File: src/rsv_cfg.svh
// register offsets, field positions, reset values and frame constants for rsv
// assumes a 12-bit apb byte address and 32-bit data
`ifndef RSV_CFG_SVH
`define RSV_CFG_SVH

`define RSV_OFF_CTRL     12'h000
`define RSV_OFF_OWN_LO   12'h004
`define RSV_OFF_OWN_HI   12'h008
`define RSV_OFF_LAST     12'h00C
`define RSV_OFF_STATUS   12'h010
`define RSV_OFF_MASK     12'h014

`define RSV_CTRL_VLAN    0
`define RSV_CTRL_JUMBO   1
`define RSV_CTRL_LTDIS   2
`define RSV_CTRL_PROMISC 3
`define RSV_CTRL_FLOW    4
`define RSV_CTRL_RST     5'h10

`define RSV_EV_GOOD      0
`define RSV_EV_BAD       1
`define RSV_EV_PAUSE     2
`define RSV_EV_OVERSIZE  3

`define RSV_TYPE_CTRL    16'h8808
`define RSV_TYPE_VLAN    16'h8100
`define RSV_OPC_PAUSE    16'h0001
`define RSV_CTRL_MCAST   48'h0180C2000001
`define RSV_TAG_BYTES    14'h0004
`define RSV_LEN_MAX      14'h3FFF

`endif

File: src/rsv_pkg.sv
// types shared by the receive statistics vector block
// assumes rsv_cfg.svh supplies the numeric constants
package rsv_pkg;

  // per-frame statistics word, bit 27 down to bit 0
  typedef struct packed {
    logic        addr_match;
    logic        align_err;
    logic        lt_err;
    logic        bad_opcode;
    logic        pause_done;
    logic        rsvd;
    logic        tagged_frame_flag;
    logic        oversize_frame_flag;
    logic        ctrl_type;
    logic [13:0] length;
    logic        mcast;
    logic        bcast;
    logic        checksum_error_flag;
    logic        bad;
    logic        good;
  } rsv_word_t;

  // byte stream and end-of-frame verdicts from the receive engine
  typedef struct packed {
    logic [7:0] data;
    logic       byte_en;
    logic       frame_end;
    logic       fcs_bad;
    logic       code_err;
    logic       align_err;
    logic       lt_err;
    logic       other_err;
    logic       addr_pass;
  } rsv_rx_t;

  typedef enum logic {RSV_SER_IDLE, RSV_SER_SHIFT} rsv_ser_t;

  typedef struct packed {
    logic        pready;
    logic        pslverr;
    logic [31:0] prdata;
    logic [4:0]  ctrl;
    logic [47:0] own_addr;
    logic [3:0]  status;
    logic [3:0]  mask;
    logic        irq;
    rsv_word_t   last;
    logic [13:0] idx;
    logic        da_mc;
    logic        da_bc;
    logic        da_ctl;
    logic        da_own;
    logic [15:0] lt;
    logic [15:0] opc;
    rsv_word_t   shift;
    logic [1:0]  slice_cnt;
    rsv_ser_t    ser;
    logic [6:0]  slice_out;
    logic        strobe;
    logic        byte_pulse;
  } rsv_state_t;

endpackage

File: src/rsv_stats.sv
// receive statistics vector: parses each frame's header, builds the 28-bit word,
// sends it out as four 7-bit slices and exposes control and status over apb
// assumes the receive engine runs on pclk and marks frame end one cycle after
// the last fcs byte, with its verdict inputs valid in that cycle
`timescale 1ns/100ps
`include "rsv_cfg.svh"

// How it works
// pause bit set for clean control frame, matching address, pause opcode, acted on
// tagged bit set for vlan type field while vlan handling is enabled
// oversize bit set beyond standard maximum, only while jumbo acceptance is off
// control-type bit set whenever type field holds the control value
// byte count in bits 18 to 5, saturating at its maximum
// multicast bit from the group bit of the destination address
// broadcast bit when destination address is all ones
// checksum error bit on bad fcs or line error codes
// bad bit when the frame had any error
// good bit when the frame was free of errors
// with type checks disabled, a type error alone still counts good
// no statistics counters inside; client logic accumulates statistics
// word held internally and multiplexed onto a 7-bit bus after each frame
// strobe high exactly while slices are on the 7-bit bus
// byte-seen pulse for each frame byte from address through fcs
// address-match bit from filter result, forced high in promiscuous mode
// four slices, low slice first, on consecutive cycles under strobe
// reserved bit 22 always driven as zero
module rsv_stats
  import rsv_pkg::*;
#(
  parameter int MAX_STD_LEN = 1518
) (
  input  wire logic        pclk,
  input  wire logic        presetn,
  input  wire logic        psel,
  input  wire logic        penable,
  input  wire logic        pwrite,
  input  wire logic [11:0] paddr,
  input  wire logic [31:0] pwdata,
  output logic      [31:0] prdata,
  output logic             pready,
  output logic             pslverr,
  input  rsv_rx_t          rx,
  output logic      [6:0]  rx_stats_slice_out,
  output logic             rx_stats_strobe,
  output logic             rx_byte_seen_pulse,
  output logic             irq
);

  // the limit must fit the 14-bit length field and cover a minimum frame
  if (MAX_STD_LEN < 64 || MAX_STD_LEN > 16379) begin : g_bad_len
    $error("rsv_stats: MAX_STD_LEN out of range");
  end

  localparam logic [13:0] STD_LIM = 14'(MAX_STD_LEN);

  rsv_state_t s_q;
  rsv_state_t s_d;

  // destination byte i of a value stored first-byte-in-top order
  function automatic logic [7:0] msb_byte(input logic [47:0] v, input logic [2:0] i);
    logic [5:0] sh;
    sh = 6'(8 * (5 - int'(i)));
    return 8'(v >> sh);
  endfunction

  // destination byte i of own address, first byte held in the low bits
  function automatic logic [7:0] lsb_byte(input logic [47:0] v, input logic [2:0] i);
    logic [5:0] sh;
    sh = 6'(8 * int'(i));
    return 8'(v >> sh);
  endfunction

  logic        wr_go;
  logic        vlan_en;
  logic        jumbo_en;
  logic        lt_dis;
  logic        promisc;
  logic        flow_en;
  logic        is_ctrl;
  logic        is_tag;
  logic        over;
  logic        err_any;
  logic [13:0] lim;
  logic [3:0]  ev;
  rsv_word_t   w;

  always_comb begin
    vlan_en  = s_q.ctrl[`RSV_CTRL_VLAN];
    jumbo_en = s_q.ctrl[`RSV_CTRL_JUMBO];
    lt_dis   = s_q.ctrl[`RSV_CTRL_LTDIS];
    promisc  = s_q.ctrl[`RSV_CTRL_PROMISC];
    flow_en  = s_q.ctrl[`RSV_CTRL_FLOW];
  end

  // frame verdict; only meaningful in the frame_end cycle
  always_comb begin
    is_ctrl = (s_q.lt == `RSV_TYPE_CTRL);
    // tag needs enable
    is_tag  = vlan_en && (s_q.lt == `RSV_TYPE_VLAN);
    lim     = STD_LIM + (is_tag ? `RSV_TAG_BYTES : 14'h0000);
    // jumbo disables oversize
    over    = !jumbo_en && (s_q.idx > lim);
    // type error gated
    err_any = rx.fcs_bad || rx.code_err || rx.align_err || rx.other_err
              || over || (rx.lt_err && !lt_dis);
    w                     = '0;
    // filter or promiscuous
    w.addr_match          = promisc || rx.addr_pass;
    w.align_err           = rx.align_err;
    w.lt_err              = rx.lt_err && !lt_dis;
    w.bad_opcode          = !err_any && is_ctrl && (s_q.opc != `RSV_OPC_PAUSE);
    // pause acted upon
    w.pause_done          = !err_any && is_ctrl && (s_q.da_ctl || s_q.da_own)
                            && (s_q.opc == `RSV_OPC_PAUSE) && flow_en;
    // reserved bit zero
    w.rsvd                = 1'b0;
    w.tagged_frame_flag   = is_tag;
    w.oversize_frame_flag = over;
    // control type regardless
    w.ctrl_type           = is_ctrl;
    // saturated length
    w.length              = s_q.idx;
    // group bit
    w.mcast               = s_q.da_mc;
    // all-ones address
    w.bcast               = s_q.da_bc;
    // fcs or code error
    w.checksum_error_flag = rx.fcs_bad || rx.code_err;
    // any error
    w.bad                 = err_any;
    // error free
    w.good                = !err_any;
    ev = '0;
    ev[`RSV_EV_GOOD]     = rx.frame_end && !err_any;
    ev[`RSV_EV_BAD]      = rx.frame_end && err_any;
    ev[`RSV_EV_PAUSE]    = rx.frame_end && w.pause_done;
    ev[`RSV_EV_OVERSIZE] = rx.frame_end && over;
  end

  // whole next state; registers, parser, serializer and bus slave
  always_comb begin
    s_d   = s_q;
    wr_go = psel && penable && s_q.pready && pwrite;

    // byte seen pulse
    s_d.byte_pulse = rx.byte_en;

    // apb: decode in setup, answer in the first access cycle, no wait states
    s_d.pready = 1'b0;
    if (psel && !penable) begin
      s_d.pready  = 1'b1;
      s_d.pslverr = 1'b0;
      s_d.prdata  = '0;
      if (paddr == `RSV_OFF_CTRL) begin
        s_d.prdata = 32'(s_q.ctrl);
      end else if (paddr == `RSV_OFF_OWN_LO) begin
        s_d.prdata = s_q.own_addr[31:0];
      end else if (paddr == `RSV_OFF_OWN_HI) begin
        s_d.prdata = 32'(s_q.own_addr[47:32]);
      end else if (paddr == `RSV_OFF_LAST) begin
        s_d.prdata = 32'(s_q.last);
      end else if (paddr == `RSV_OFF_STATUS) begin
        s_d.prdata = 32'(s_q.status);
      end else if (paddr == `RSV_OFF_MASK) begin
        s_d.prdata = 32'(s_q.mask);
      end else begin
        s_d.pslverr = 1'b1;
      end
    end else if (psel && penable && s_q.pready) begin
      s_d.prdata  = '0;
      s_d.pslverr = 1'b0;
    end

    if (wr_go) begin
      if (paddr == `RSV_OFF_CTRL) begin
        s_d.ctrl = pwdata[4:0];
      end else if (paddr == `RSV_OFF_OWN_LO) begin
        s_d.own_addr[31:0] = pwdata;
      end else if (paddr == `RSV_OFF_OWN_HI) begin
        s_d.own_addr[47:32] = pwdata[15:0];
      end else if (paddr == `RSV_OFF_STATUS) begin
        s_d.status = s_q.status & ~pwdata[3:0];
      end else if (paddr == `RSV_OFF_MASK) begin
        s_d.mask = pwdata[3:0];
      end
    end
    // events applied after the clear so a same-cycle event is never lost
    s_d.status = s_d.status | ev;
    s_d.irq    = |(s_d.status & s_d.mask);

    // header parse; position counter doubles as the length count
    if (rx.byte_en) begin
      // count saturates
      if (s_q.idx != `RSV_LEN_MAX) begin
        s_d.idx = s_q.idx + 14'h0001;
      end
      if (s_q.idx == 14'h0000) begin
        s_d.da_mc  = rx.data[0];
        s_d.da_bc  = (rx.data == 8'hFF);
        s_d.da_ctl = (rx.data == msb_byte(`RSV_CTRL_MCAST, 3'h0));
        s_d.da_own = (rx.data == lsb_byte(s_q.own_addr, 3'h0));
      end else if (s_q.idx < 14'h0006) begin
        s_d.da_bc  = s_q.da_bc && (rx.data == 8'hFF);
        s_d.da_ctl = s_q.da_ctl && (rx.data == msb_byte(`RSV_CTRL_MCAST, s_q.idx[2:0]));
        s_d.da_own = s_q.da_own && (rx.data == lsb_byte(s_q.own_addr, s_q.idx[2:0]));
      end else if (s_q.idx == 14'h000C) begin
        s_d.lt[15:8] = rx.data;
      end else if (s_q.idx == 14'h000D) begin
        s_d.lt[7:0] = rx.data;
      end else if (s_q.idx == 14'h000E) begin
        s_d.opc[15:8] = rx.data;
      end else if (s_q.idx == 14'h000F) begin
        s_d.opc[7:0] = rx.data;
      end
    end

    // four slices, low first
    s_d.strobe = 1'b0;
    case (s_q.ser)
      RSV_SER_IDLE: begin
        s_d.slice_out = '0;
      end
      RSV_SER_SHIFT: begin
        // strobe marks slices
        s_d.strobe = 1'b1;
        case (s_q.slice_cnt)
          2'd0: s_d.slice_out = s_q.shift[6:0];
          2'd1: s_d.slice_out = s_q.shift[13:7];
          2'd2: s_d.slice_out = s_q.shift[20:14];
          default: s_d.slice_out = s_q.shift[27:21];
        endcase
        s_d.slice_cnt = s_q.slice_cnt + 2'd1;
        if (s_q.slice_cnt == 2'd3) begin
          s_d.ser = RSV_SER_IDLE;
        end
      end
      default: begin
        s_d.ser = RSV_SER_IDLE;
      end
    endcase

    // latch word, start mux
    if (rx.frame_end) begin
      s_d.last      = w;
      s_d.shift     = w;
      s_d.slice_cnt = 2'd0;
      s_d.ser       = RSV_SER_SHIFT;
      s_d.idx       = '0;
      s_d.lt        = '0;
      s_d.opc       = '0;
      s_d.da_mc     = 1'b0;
      s_d.da_bc     = 1'b0;
      s_d.da_ctl    = 1'b0;
      s_d.da_own    = 1'b0;
    end
  end

  // state holds no statistics counters
  always_ff @(posedge pclk or negedge presetn) begin
    if (!presetn) begin
      s_q      <= '0;
      s_q.ctrl <= `RSV_CTRL_RST;
      s_q.ser  <= RSV_SER_IDLE;
    end else begin
      s_q <= s_d;
    end
  end

  // every output straight from the state register
  assign prdata             = s_q.prdata;
  assign pready             = s_q.pready;
  assign pslverr            = s_q.pslverr;
  assign rx_stats_slice_out = s_q.slice_out;
  assign rx_stats_strobe    = s_q.strobe;
  assign rx_byte_seen_pulse = s_q.byte_pulse;
  assign irq                = s_q.irq;

endmodule

File: config.mk
export PLATFORM = sky130hd
export DESIGN_NAME = rsv_stats
export DESIGN_NICKNAME = d
export VERILOG_FILES = /design/src/rsv_pkg.sv /design/src/rsv_stats.sv
export VERILOG_INCLUDE_DIRS = /design/src /design/src/src
export SDC_FILE = /design/constraint.sdc
export NUM_CORES = 1
export LEC_CHECK = 0
export BUFFER_PORTS_ARGS = -buffer_cell sky130_fd_sc_hd__clkbuf_2
export CORE_ASPECT_RATIO = 1.2
export CORE_MARGIN = 1.5
export CORE_UTILIZATION = 61
export CTS_BUF_LIST = sky130_fd_sc_hd__clkbuf_4 sky130_fd_sc_hd__clkbuf_8
export CTS_CLUSTER_DIAMETER = 80
export DETAILED_ROUTE_END_ITERATION = 8
export PLACE_DENSITY = 0.83
export SETUP_SLACK_MARGIN = 0.1
export SLEW_MARGIN = 40
export SYNTH_ARGS = -nofsm -noshare
export SYNTH_HDL_FRONTEND = slang
export SYNTH_SLANG_ARGS = --single-unit
export TNS_END_PERCENT = 1
File: constraint.sdc
create_clock -name pclk -period 4 [get_ports pclk]
set_clock_uncertainty 0.05 [all_clocks]
set_input_delay 0.8 -clock pclk [delete_from_list [all_inputs] [get_ports pclk]]
set_output_delay 0.8 -clock pclk [all_outputs]
set_load 0.05 [all_outputs]
* Word-level counts from Yosys, hierarchy flattened
Cells that the tools add are included.
Cells by class: add/sub/neg operators 4, equality and inequality tests 27, bitwise gates (word level) 7, reductions and logical operators 54, muxes and demuxes 43, shift-type cells 2, magnitude comparators 2
Operators with widths (count):
- $mux 32 | 4
- $mux 81 | 1
- $mux 8 | 9
- $mux 33 | 2
- $eq 14x4->1 const B | 4
- $mux 28 | 2
- $mux 50 | 1
- $shr 48x6->8 | 1
- $shr 41x6->8 const A | 1
- $eq 16x16->1 const B | 2
- $eq 12x4->1 const B | 2
- $eq 12x5->1 const B | 2
- $eq 8x8->1 | 3
- $mux 24 | 1
- $pmux 7 s3 | 1
- $mux 4 | 5
- $logic_and 1x1->1 | 19
- $reduce_bool 2->1 | 9
- $eq 16x1->1 const B | 1
- $mux 16 | 1
- $ne 16x1->1 const B | 1
- $add 14x1->14 const B | 1
- $gt 14x12->1 | 1
- $logic_not 14->1 | 1
- other kinds (31) | 64
Word-level totals: input bits 65, output and inout bits 44, flip-flop bits (word level) 185, logic and storage cells 176

* Logic depth before layout (Yosys ltp)
Gate-level depths: netlist of run 1.
depth after elaboration 17, depth in mapped cells 11, depth with buffers taken out 11

* Worst setup path before layout of run 1
No wires, ideal clock.
kind register to register, from reg s_q[69] in the netlist's numbering, to reg s_q (netlist bit irq), stages on the path, launching flop included 11, slack 1.114 ns, arrival 2.695 ns, path through dfrtp_1 > nor4b_1 > nand4_1 > nor2_1 > ha_1 > a21o_1 > a2111oi_0 > o211ai_1 > a31o_2 > a22oi_1 > o221ai_1
RTL lines:
- start: declaration | RTL line rsv_stats.sv:56 | rsv_state_t s_q;

==> results by group, run 1 <==
Run status
  – Status: complete, no violations

Clock network
  – CTS Sinks: 185
  – Max H-tree Level: 4
  – Post-CTS Setup Inserts: 0
  – CTS max path bufs: 2
  – Clk_lat worst skew: 480 ps
  – Root Driver: clkbuf_8
  – Post_cts resized: 0
  – # hold bufs at CTS: 0
  – Inserted Clock Buffers: 17
  – TritonCTS clock tree: done
  – Clock-pin slew of the registers on the worst-case setup and hold paths: 100 ps

Timing
  – Setup TNS: 0 ps
  – RSZ-0062 raised after global routing: no
  – Period minus WS final: 3398 ps
  – Slew @ Worst Pin: 840.2 ps
  – Pins Over Slew Limit: 0
  – Crit share post-route: 84.96%
  – Setup violators final: 0
  – Rel. slew slack: 43.87%
  – PnR worst setup slack: 601.5 ps
  – FMAX: 294.3 MHz
  – Final hold violation count: 0

Setup path
  – Highest fanout seen on the critical path: 4
  – Critical Path RT: 4310 ps
  – Startpoint types: register
  – Crit Path Category: register to register
  – Data arrival, critical path: 3700 ps
  – Crit end category: register

Layout
  – Area Overhead vs Synth: 8.169%
  – Layout Utilization: 67.99%
  – Final nets: 952
  – Post-route cell area: 10250 um^2
  – Final non-filler cell total: 1092
  – Fill cells: 1094
  – Layout cells sized above 1: 32.88%
  – # diodes: 0

Floorplan
  – Area of the core: 15080 um^2
  – Core Rows: 49
  – Starting density of the core: 62.86%
  – Die height: 139.6 um
  – Die area: 16300 um^2
  – I/O pins: 109
  – Die width: 116.8 um

Worst hold path
  – Hold WC Path Type: primary input to async pin

Yosys
  – Largest area contributor in the netlist: dfrtp_1
  – Seq/Total Area, Yosys: 48.85%
  – Syn. warnings: 0
  – Avg Inst Size Synth: 11.53 um^2
  – Main synth FF type: dfrtp_1
  – Synth Instances: 822
  – Top post-synthesis cells by area: dfrtp_1, mux2_2, buf_4
  – Yosys reg bits: 185
  – Synth cell count leaders: dfrtp_1, mux2_2, nand2_1, o21ai_0, buf_4
  – Most common cell in the netlist: dfrtp_1
  – Number of flops mapped to enable cells by yosys: 0
  – Top cell type's share of synthesized area: 48.57%
  – Syn_nets: 899
  – Post-Syn Area: 9480 um^2
  – Ys async rst share: 100.0%
  – Yosys cell types: 65

Run
  – MaxCap Viol Count: 0

Pwr
  – Clk pwr share: 32.0%
  – Sw Ratio: 29.51%
  – Share of total power in combinational logic: 13.4%
  – Int Power: 0.002585 W
  – Power per cell area: 357.6 nW/um^2
  – Leak pwr: 4.777 nW
  – Switch Pwr: 0.001082 W
  – Seq pwr share: 54.6%
  – Max IR drop VDD: 0.0002188 V

Global routing
  – GRT Total Usage: 30.04%
  – Vias in the first global route: 6762
  – Largest net degree at the start of global routing: 102
  – Initial antenna violation count: 0
  – First-pass GRT wire length: 36.64 mm
  – Grt ovf: 0

Placed design
  – Dpl cell area: 9884 um^2
  – Placed Cells: 1060
  – Pre-CTS setup slack: 639.5 ps
  – GPL Wtd Cong: 0.9356
  – Hpwl dp: 17.44 mm
  – IO Port Bufs: 108

Route
  – Via/cell ratio: 6.328
  – Antenna-violating nets left: 0
  – Total Wirelength: 23.23 mm
  – Via count: 6910
  – DRC violations left: 0
  – Initial DRC Count: 651
  – First-pass DRT Iterations: 5
  – Routed wire per std cell: 21.27 um
==> flip-flops by register name (all words and copies together) (netlist names) <==
signal / flops
promisc: 1
jumbo_en: 1
irq: 1
pslverr: 1
flow_en: 1
pready: 1
rx_stats_slice_out: 7
rx_stats_strobe: 1
s_q: 137
prdata: 32
rx_byte_seen_pulse: 1
lt_dis: 1
==> critical path, stage by stage (launching register included) <==
cell       delay [ps]
dfrtp_1           390
nor4b_1           320
nand4_1           180
nor2_1            320
inv_1              90
ha_1              310
and4_1            210
a2111oi_0         570
o211ai_1          230
a31o_2            300
a22oi_1           170
o221ai_1          130
==> final cells by class <==
class | count | area (um^2) | area share [%]
sequential | 185 | 4631 | 45.16
clock inverter | 13 | 115.1 | 1.122
tap | 204 | 255.2 | 2.489
inverter | 21 | 78.83 | 0.7687
multi-input combinational | 532 | 4294 | 41.87
clock buffer | 19 | 255.2 | 2.489
timing repair buffer | 118 | 625.6 | 6.101
==> cell usage in the layout (no fill, tap or decap), types with 5 or more instances in the layout <==
cell | netlist | layout
a211oi_1 | 5 | 5
a21oi_1 | 15 | 15
a222oi_1 | 7 | 7
a22o_1 | 7 | 7
a22oi_1 | 30 | 30
and2_1 | 6 | 6
and4_1 | 6 | 6
buf_4 | 40 | 10
clkbuf_2 | 1 | 107
clkbuf_8 | 0 | 18
dfrtp_1 | 184 | 184
ha_1 | 12 | 12
inv_1 | 20 | 20
mux2_2 | 117 | 117
mux2i_1 | 20 | 20
mux4_2 | 7 | 7
nand2_1 | 56 | 56
nand2b_1 | 5 | 5
nand3_1 | 7 | 7
nand4_1 | 13 | 13
nor2_1 | 38 | 38
nor2b_1 | 14 | 14
nor3_1 | 9 | 9
nor4_1 | 8 | 8
o21ai_0 | 47 | 47
o22ai_1 | 9 | 9
xnor2_1 | 16 | 16
xor2_1 | 13 | 13
==> stage by stage <==
| step | total power (W) | hold WS, ps |
|---|---|---|
| after floorplan | 0.002364 | 301.9 |
| after global placement | 0.002512 | 413.3 |
| after detailed placement | 0.002526 | 422.2 |
| after CTS | 0.003689 | 300.8 |
| after global routing | 0.003808 | 329.5 |
| final | 0.003667 | 264.3 |
==> path summary, 6_finish.rpt <==
check                      startpoint          to  slack (ps)  depth (start not counted)
min reg2reg                 prdata[2]   prdata[2]         440                          2
max                           s_q[69]         irq         600                         11
min in group pclk           prdata[2]   prdata[2]         440                          2
max reg2reg                   s_q[69]         irq         600                         11
min                           presetn  prdata[25]         260                          1
max in group asynchronous     presetn    s_q[133]        2790                          2
==> kinds of logic (layout without fill, tap and decap cells) <==
family | after synthesis | after routing | synth area share [%]
and+or+nand+nor | 186 | 186 | 10.69
DFF | 185 | 185 | 48.85
AOI/OAI and AO/OA | 158 | 158 | 12.21
muxes | 147 | 147 | 18.03
buffers and inverters | 105 | 171 | 5.965
xor gates and xnor gates | 29 | 29 | 2.679
adders and majority gates | 12 | 12 | 1.584
==> routing by layer <==
metal  track usage (%)  share of wire [%]  vias up
met2             47.89                 49      326
met1             38.71                 40     3414
met3             6.446                7.0       83
met5                 0                  0        -
met4             14.84                4.6        0
li1                  -                  -     3087
==> power by group through the flow <==
stage / Combinational [W] / Clock [W] / Sequential, W
floorplan: 0.000344 / 0 / 0.00202
global placement: 0.000478 / 0 / 0.00203
detailed placement: 0.000490 / 0 / 0.00204
CTS: 0.000492 / 0.00120 / 0.00200
global route: 0.000533 / 0.00127 / 0.00201
finish: 0.000492 / 0.00118 / 0.00200
Power figures use the tool's default switching activity.
==> run 2, diff against run 1 <==
--- a/config.mk
+++ b/config.mk
@@ -9,11 +9,11 @@
 export BUFFER_PORTS_ARGS = -buffer_cell sky130_fd_sc_hd__clkbuf_2
 export CORE_ASPECT_RATIO = 1.2
 export CORE_MARGIN = 1.5
-export CORE_UTILIZATION = 61
+export CORE_UTILIZATION = 55
 export CTS_BUF_LIST = sky130_fd_sc_hd__clkbuf_4 sky130_fd_sc_hd__clkbuf_8
 export CTS_CLUSTER_DIAMETER = 80
 export DETAILED_ROUTE_END_ITERATION = 8
-export PLACE_DENSITY = 0.83
+export PLACE_DENSITY = 0.79
 export SETUP_SLACK_MARGIN = 0.1
 export SLEW_MARGIN = 40
 export SYNTH_ARGS = -nofsm -noshare
==> constraint.sdc (replaced) <==
create_clock -name pclk -period 2.8 [get_ports pclk]
set_clock_uncertainty 0.05 [all_clocks]
set_input_delay 0.56 -clock pclk [delete_from_list [all_inputs] [get_ports pclk]]
set_output_delay 0.56 -clock pclk [all_outputs]
set_load 0.05 [all_outputs]
==> results by group, run 2 (synthesis results as in run 1) <==
Layout
  – Largest register FFs: 137 (unchanged)
  – Most frequent cells in the layout: dfrtp_1, mux2_2, clkbuf_2 (unchanged)
  – Most flops, register: s_q (unchanged)
  – Layout cells sized above 1: 35.32% (was 32.88%)
  – Area Overhead vs Synth: 10.93% (was 8.169%)
  – # diodes: 0 (unchanged)
  – Commonest non-fill, non-tap cell in the layout: dfrtp_1 (unchanged)
  – Final non-filler cell total: 1122 (was 1092)
  – Final nets: 971 (was 952)

Placed design
  – Placed Cells: 1090 (was 1060)
  – Pre-CTS setup slack: -300.1 ps (was 639.5 ps)
  – IO Port Bufs: 108 (unchanged)
  – GPL Wtd Cong: 0.9855 (was 0.9356)
  – Hpwl dp: 18.19 mm (was 17.44 mm)

Timing
  – Slew @ Worst Pin: 778.0 ps (was 840.2 ps)
  – Pins Over Slew Limit: 0 (unchanged)
  – Setup TNS: -62.52 ps (was 0 ps)
  – RSZ-0062 raised after global routing: yes (was no)
  – Crit share post-route: 102.2% (was 84.96%)
  – Final hold violation count: 0 (unchanged)
  – Setup violators final: 1 (was 0)
  – PnR worst setup slack: -62.52 ps (was 601.5 ps)
  – Rel. slew slack: 48.03% (was 43.87%)
  – Period minus WS final: 2863 ps (was 3398 ps)
  – FMAX: 349.3 MHz (was 294.3 MHz)

Setup path
  – Crit end category: register (unchanged)
  – Worst reg2reg startpoint: s_q[60] (was s_q[69])
  – Max incr delay on CP: 400 ps (was 570 ps)
  – Crit Path Category: register to register (unchanged)
  – Data arrival, critical path: 3180 ps (was 3700 ps)
  – CP bufs+invs: 0 (was 1)
  – Highest fanout seen on the critical path: 3 (was 4)
  – Worst setup path startpoint: s_q[60] (was s_q[69])
  – Critical Path RT: 3120 ps (was 4310 ps)
  – Cell breakdown of the critical path: nor4_2, nand4_1, nor2_4, ha_1, a21o_1, a2111oi_4, o211ai_1, a31o_2, a22oi_2, o221ai_1 (was nor4b_1, nand4_1, nor2_1, inv_1, ha_1, and4_1, a2111oi_0, o211ai_1, a31o_2, a22oi_1, o221ai_1)
  – Slowest library cell on the worst path: dfrtp_1 (was a2111oi_0)
  – CP delay by family, top: compound AO/OA/AOI/OAI gates (unchanged)
  – Startpoint types: register (unchanged)

Route
  – Initial DRC Count: 763 (was 651)
  – Via count: 6941 (was 6910)
  – First-pass DRT Iterations: 5 (unchanged)
  – Via/cell ratio: 6.186 (was 6.328)
  – Routed wire per std cell: 21.48 um (was 21.27 um)
  – Total Wirelength: 24.10 mm (was 23.23 mm)
  – DRC violations left: 0 (unchanged)
  – Antenna-violating nets left: 0 (unchanged)

Global routing
  – Largest net degree at the start of global routing: 73 (was 102)
  – Vias in the first global route: 7007 (was 6762)
  – First-pass GRT wire length: 38.02 mm (was 36.64 mm)
  – Grt ovf: 0 (unchanged)
  – Initial antenna violation count: 0 (unchanged)
  – GRT Total Usage: 27.95% (was 30.04%)

Worst hold path
  – Hold WC Path Type: primary input to async pin (unchanged)

Clock network
  – Max H-tree Level: 4 (unchanged)
  – CTS max path bufs: 2 (unchanged)
  – TritonCTS clock tree: done (unchanged)
  – CTS Sinks: 185 (unchanged)
  – Inserted Clock Buffers: 17 (unchanged)
  – Root Driver: clkbuf_8 (unchanged)
  – Clk_lat worst skew: 490 ps (was 480 ps)
  – Clock-pin slew of the registers on the worst-case setup and hold paths: 100 ps (about the same)

Run
  – MaxCap Viol Count: 0 (unchanged)

Floorplan
  – Die width: 122.9 um (was 116.8 um)
  – Die height: 146.8 um (was 139.6 um)
  – Die area: 18040 um^2 (was 16300 um^2)
  – I/O pins: 109 (unchanged)
  – Core Rows: 52 (was 49)
  – Area of the core: 16850 um^2 (was 15080 um^2)
  – Starting density of the core: 56.26% (was 62.86%)

Pwr
  – Power per cell area: 506.4 nW/um^2 (was 357.6 nW/um^2)
  – Max IR drop VDD: 0.0003399 V (was 0.0002188 V)
  – Leak pwr: 4.916 nW (was 4.777 nW)
  – Total power: 0.005326 W (was 0.003667 W)

Run status
  – Status: complete, but fails checks (was complete, no violations)
  – Failing checks: negative setup slack
==> run 2: cell count changes in the layout (fill, tap and decap cells not counted), moves of 3 or more <==
cell	before	now
inv_8	4	1
buf_4	10	26
clkinvlp_4	4	0
buf_12	0	3
==> run 2: what timing repair did <==
action / 4_1_cts / 5_1_grt
resized for setup: 8 / 3
setup buffers: 1 / 0
hold buffers: 0 / 0
endpoints found under the setup margin: 9 / 6
pin swaps: 10 / 2
==> run 2: power by group <==
| part | internal, W | switching (W) |
|---|---|---|
| registers | 0.00277 | 0.0000806 |
| clock network | 0.000746 | 0.000987 |
| logic | 0.000274 | 0.000469 |
| total | 0.00379 | 0.00154 |
==> run 2: path summary, 6_finish.rpt <==
check / to / slack (ps) / cells after the start
max: irq / -60 / 10
min: s_q[30] / 40 / 1
max reg2reg: irq / -60 / 10
min reg2reg: prdata[8] / 440 / 2
max in group asynchronous: prdata[14] / 1970 / 2
min in group pclk: s_q[148] / 240 / 2
==> run 2: layout make-up <==
cell class,instances,area [um^2]
timing repair buffer,137,802.0
tap,216,270.3
clock buffer,19,255.2
multi-input combinational,532,4362
inverter,21,78.83
sequential,185,4631
clock inverter,12,117.6
fill,1314,6335
==> run 2: routing by layer <==
metal,part of all wire [%],GRT usage [%]
met2,49,45.28
met4,4.6,14.71
met5,0,0
met3,5.7,4.852
met1,41,35.65
==> run 2: stage by stage <==
stage	cell area (um^2)	hold slack [ps]	utilization [%]
floorplan	9489	214.4	-
global placement	10080	410.6	59.80
detailed placement	10080	419.8	59.80
CTS	10500	58.21	62.33
global route	10520	84.10	62.41
finish	10520	41.73	62.41
==> run 2: worst reg2reg max path, stage by stage (launching register included) <==
cell and delay [ps]:
dfrtp_1 400, nor4_2 290, nand4_1 220, nor2_4 180, ha_1 270, a21o_1 200
a2111oi_4 380, o211ai_1 160, a31o_2 300, a22oi_2 170, o221ai_1 130
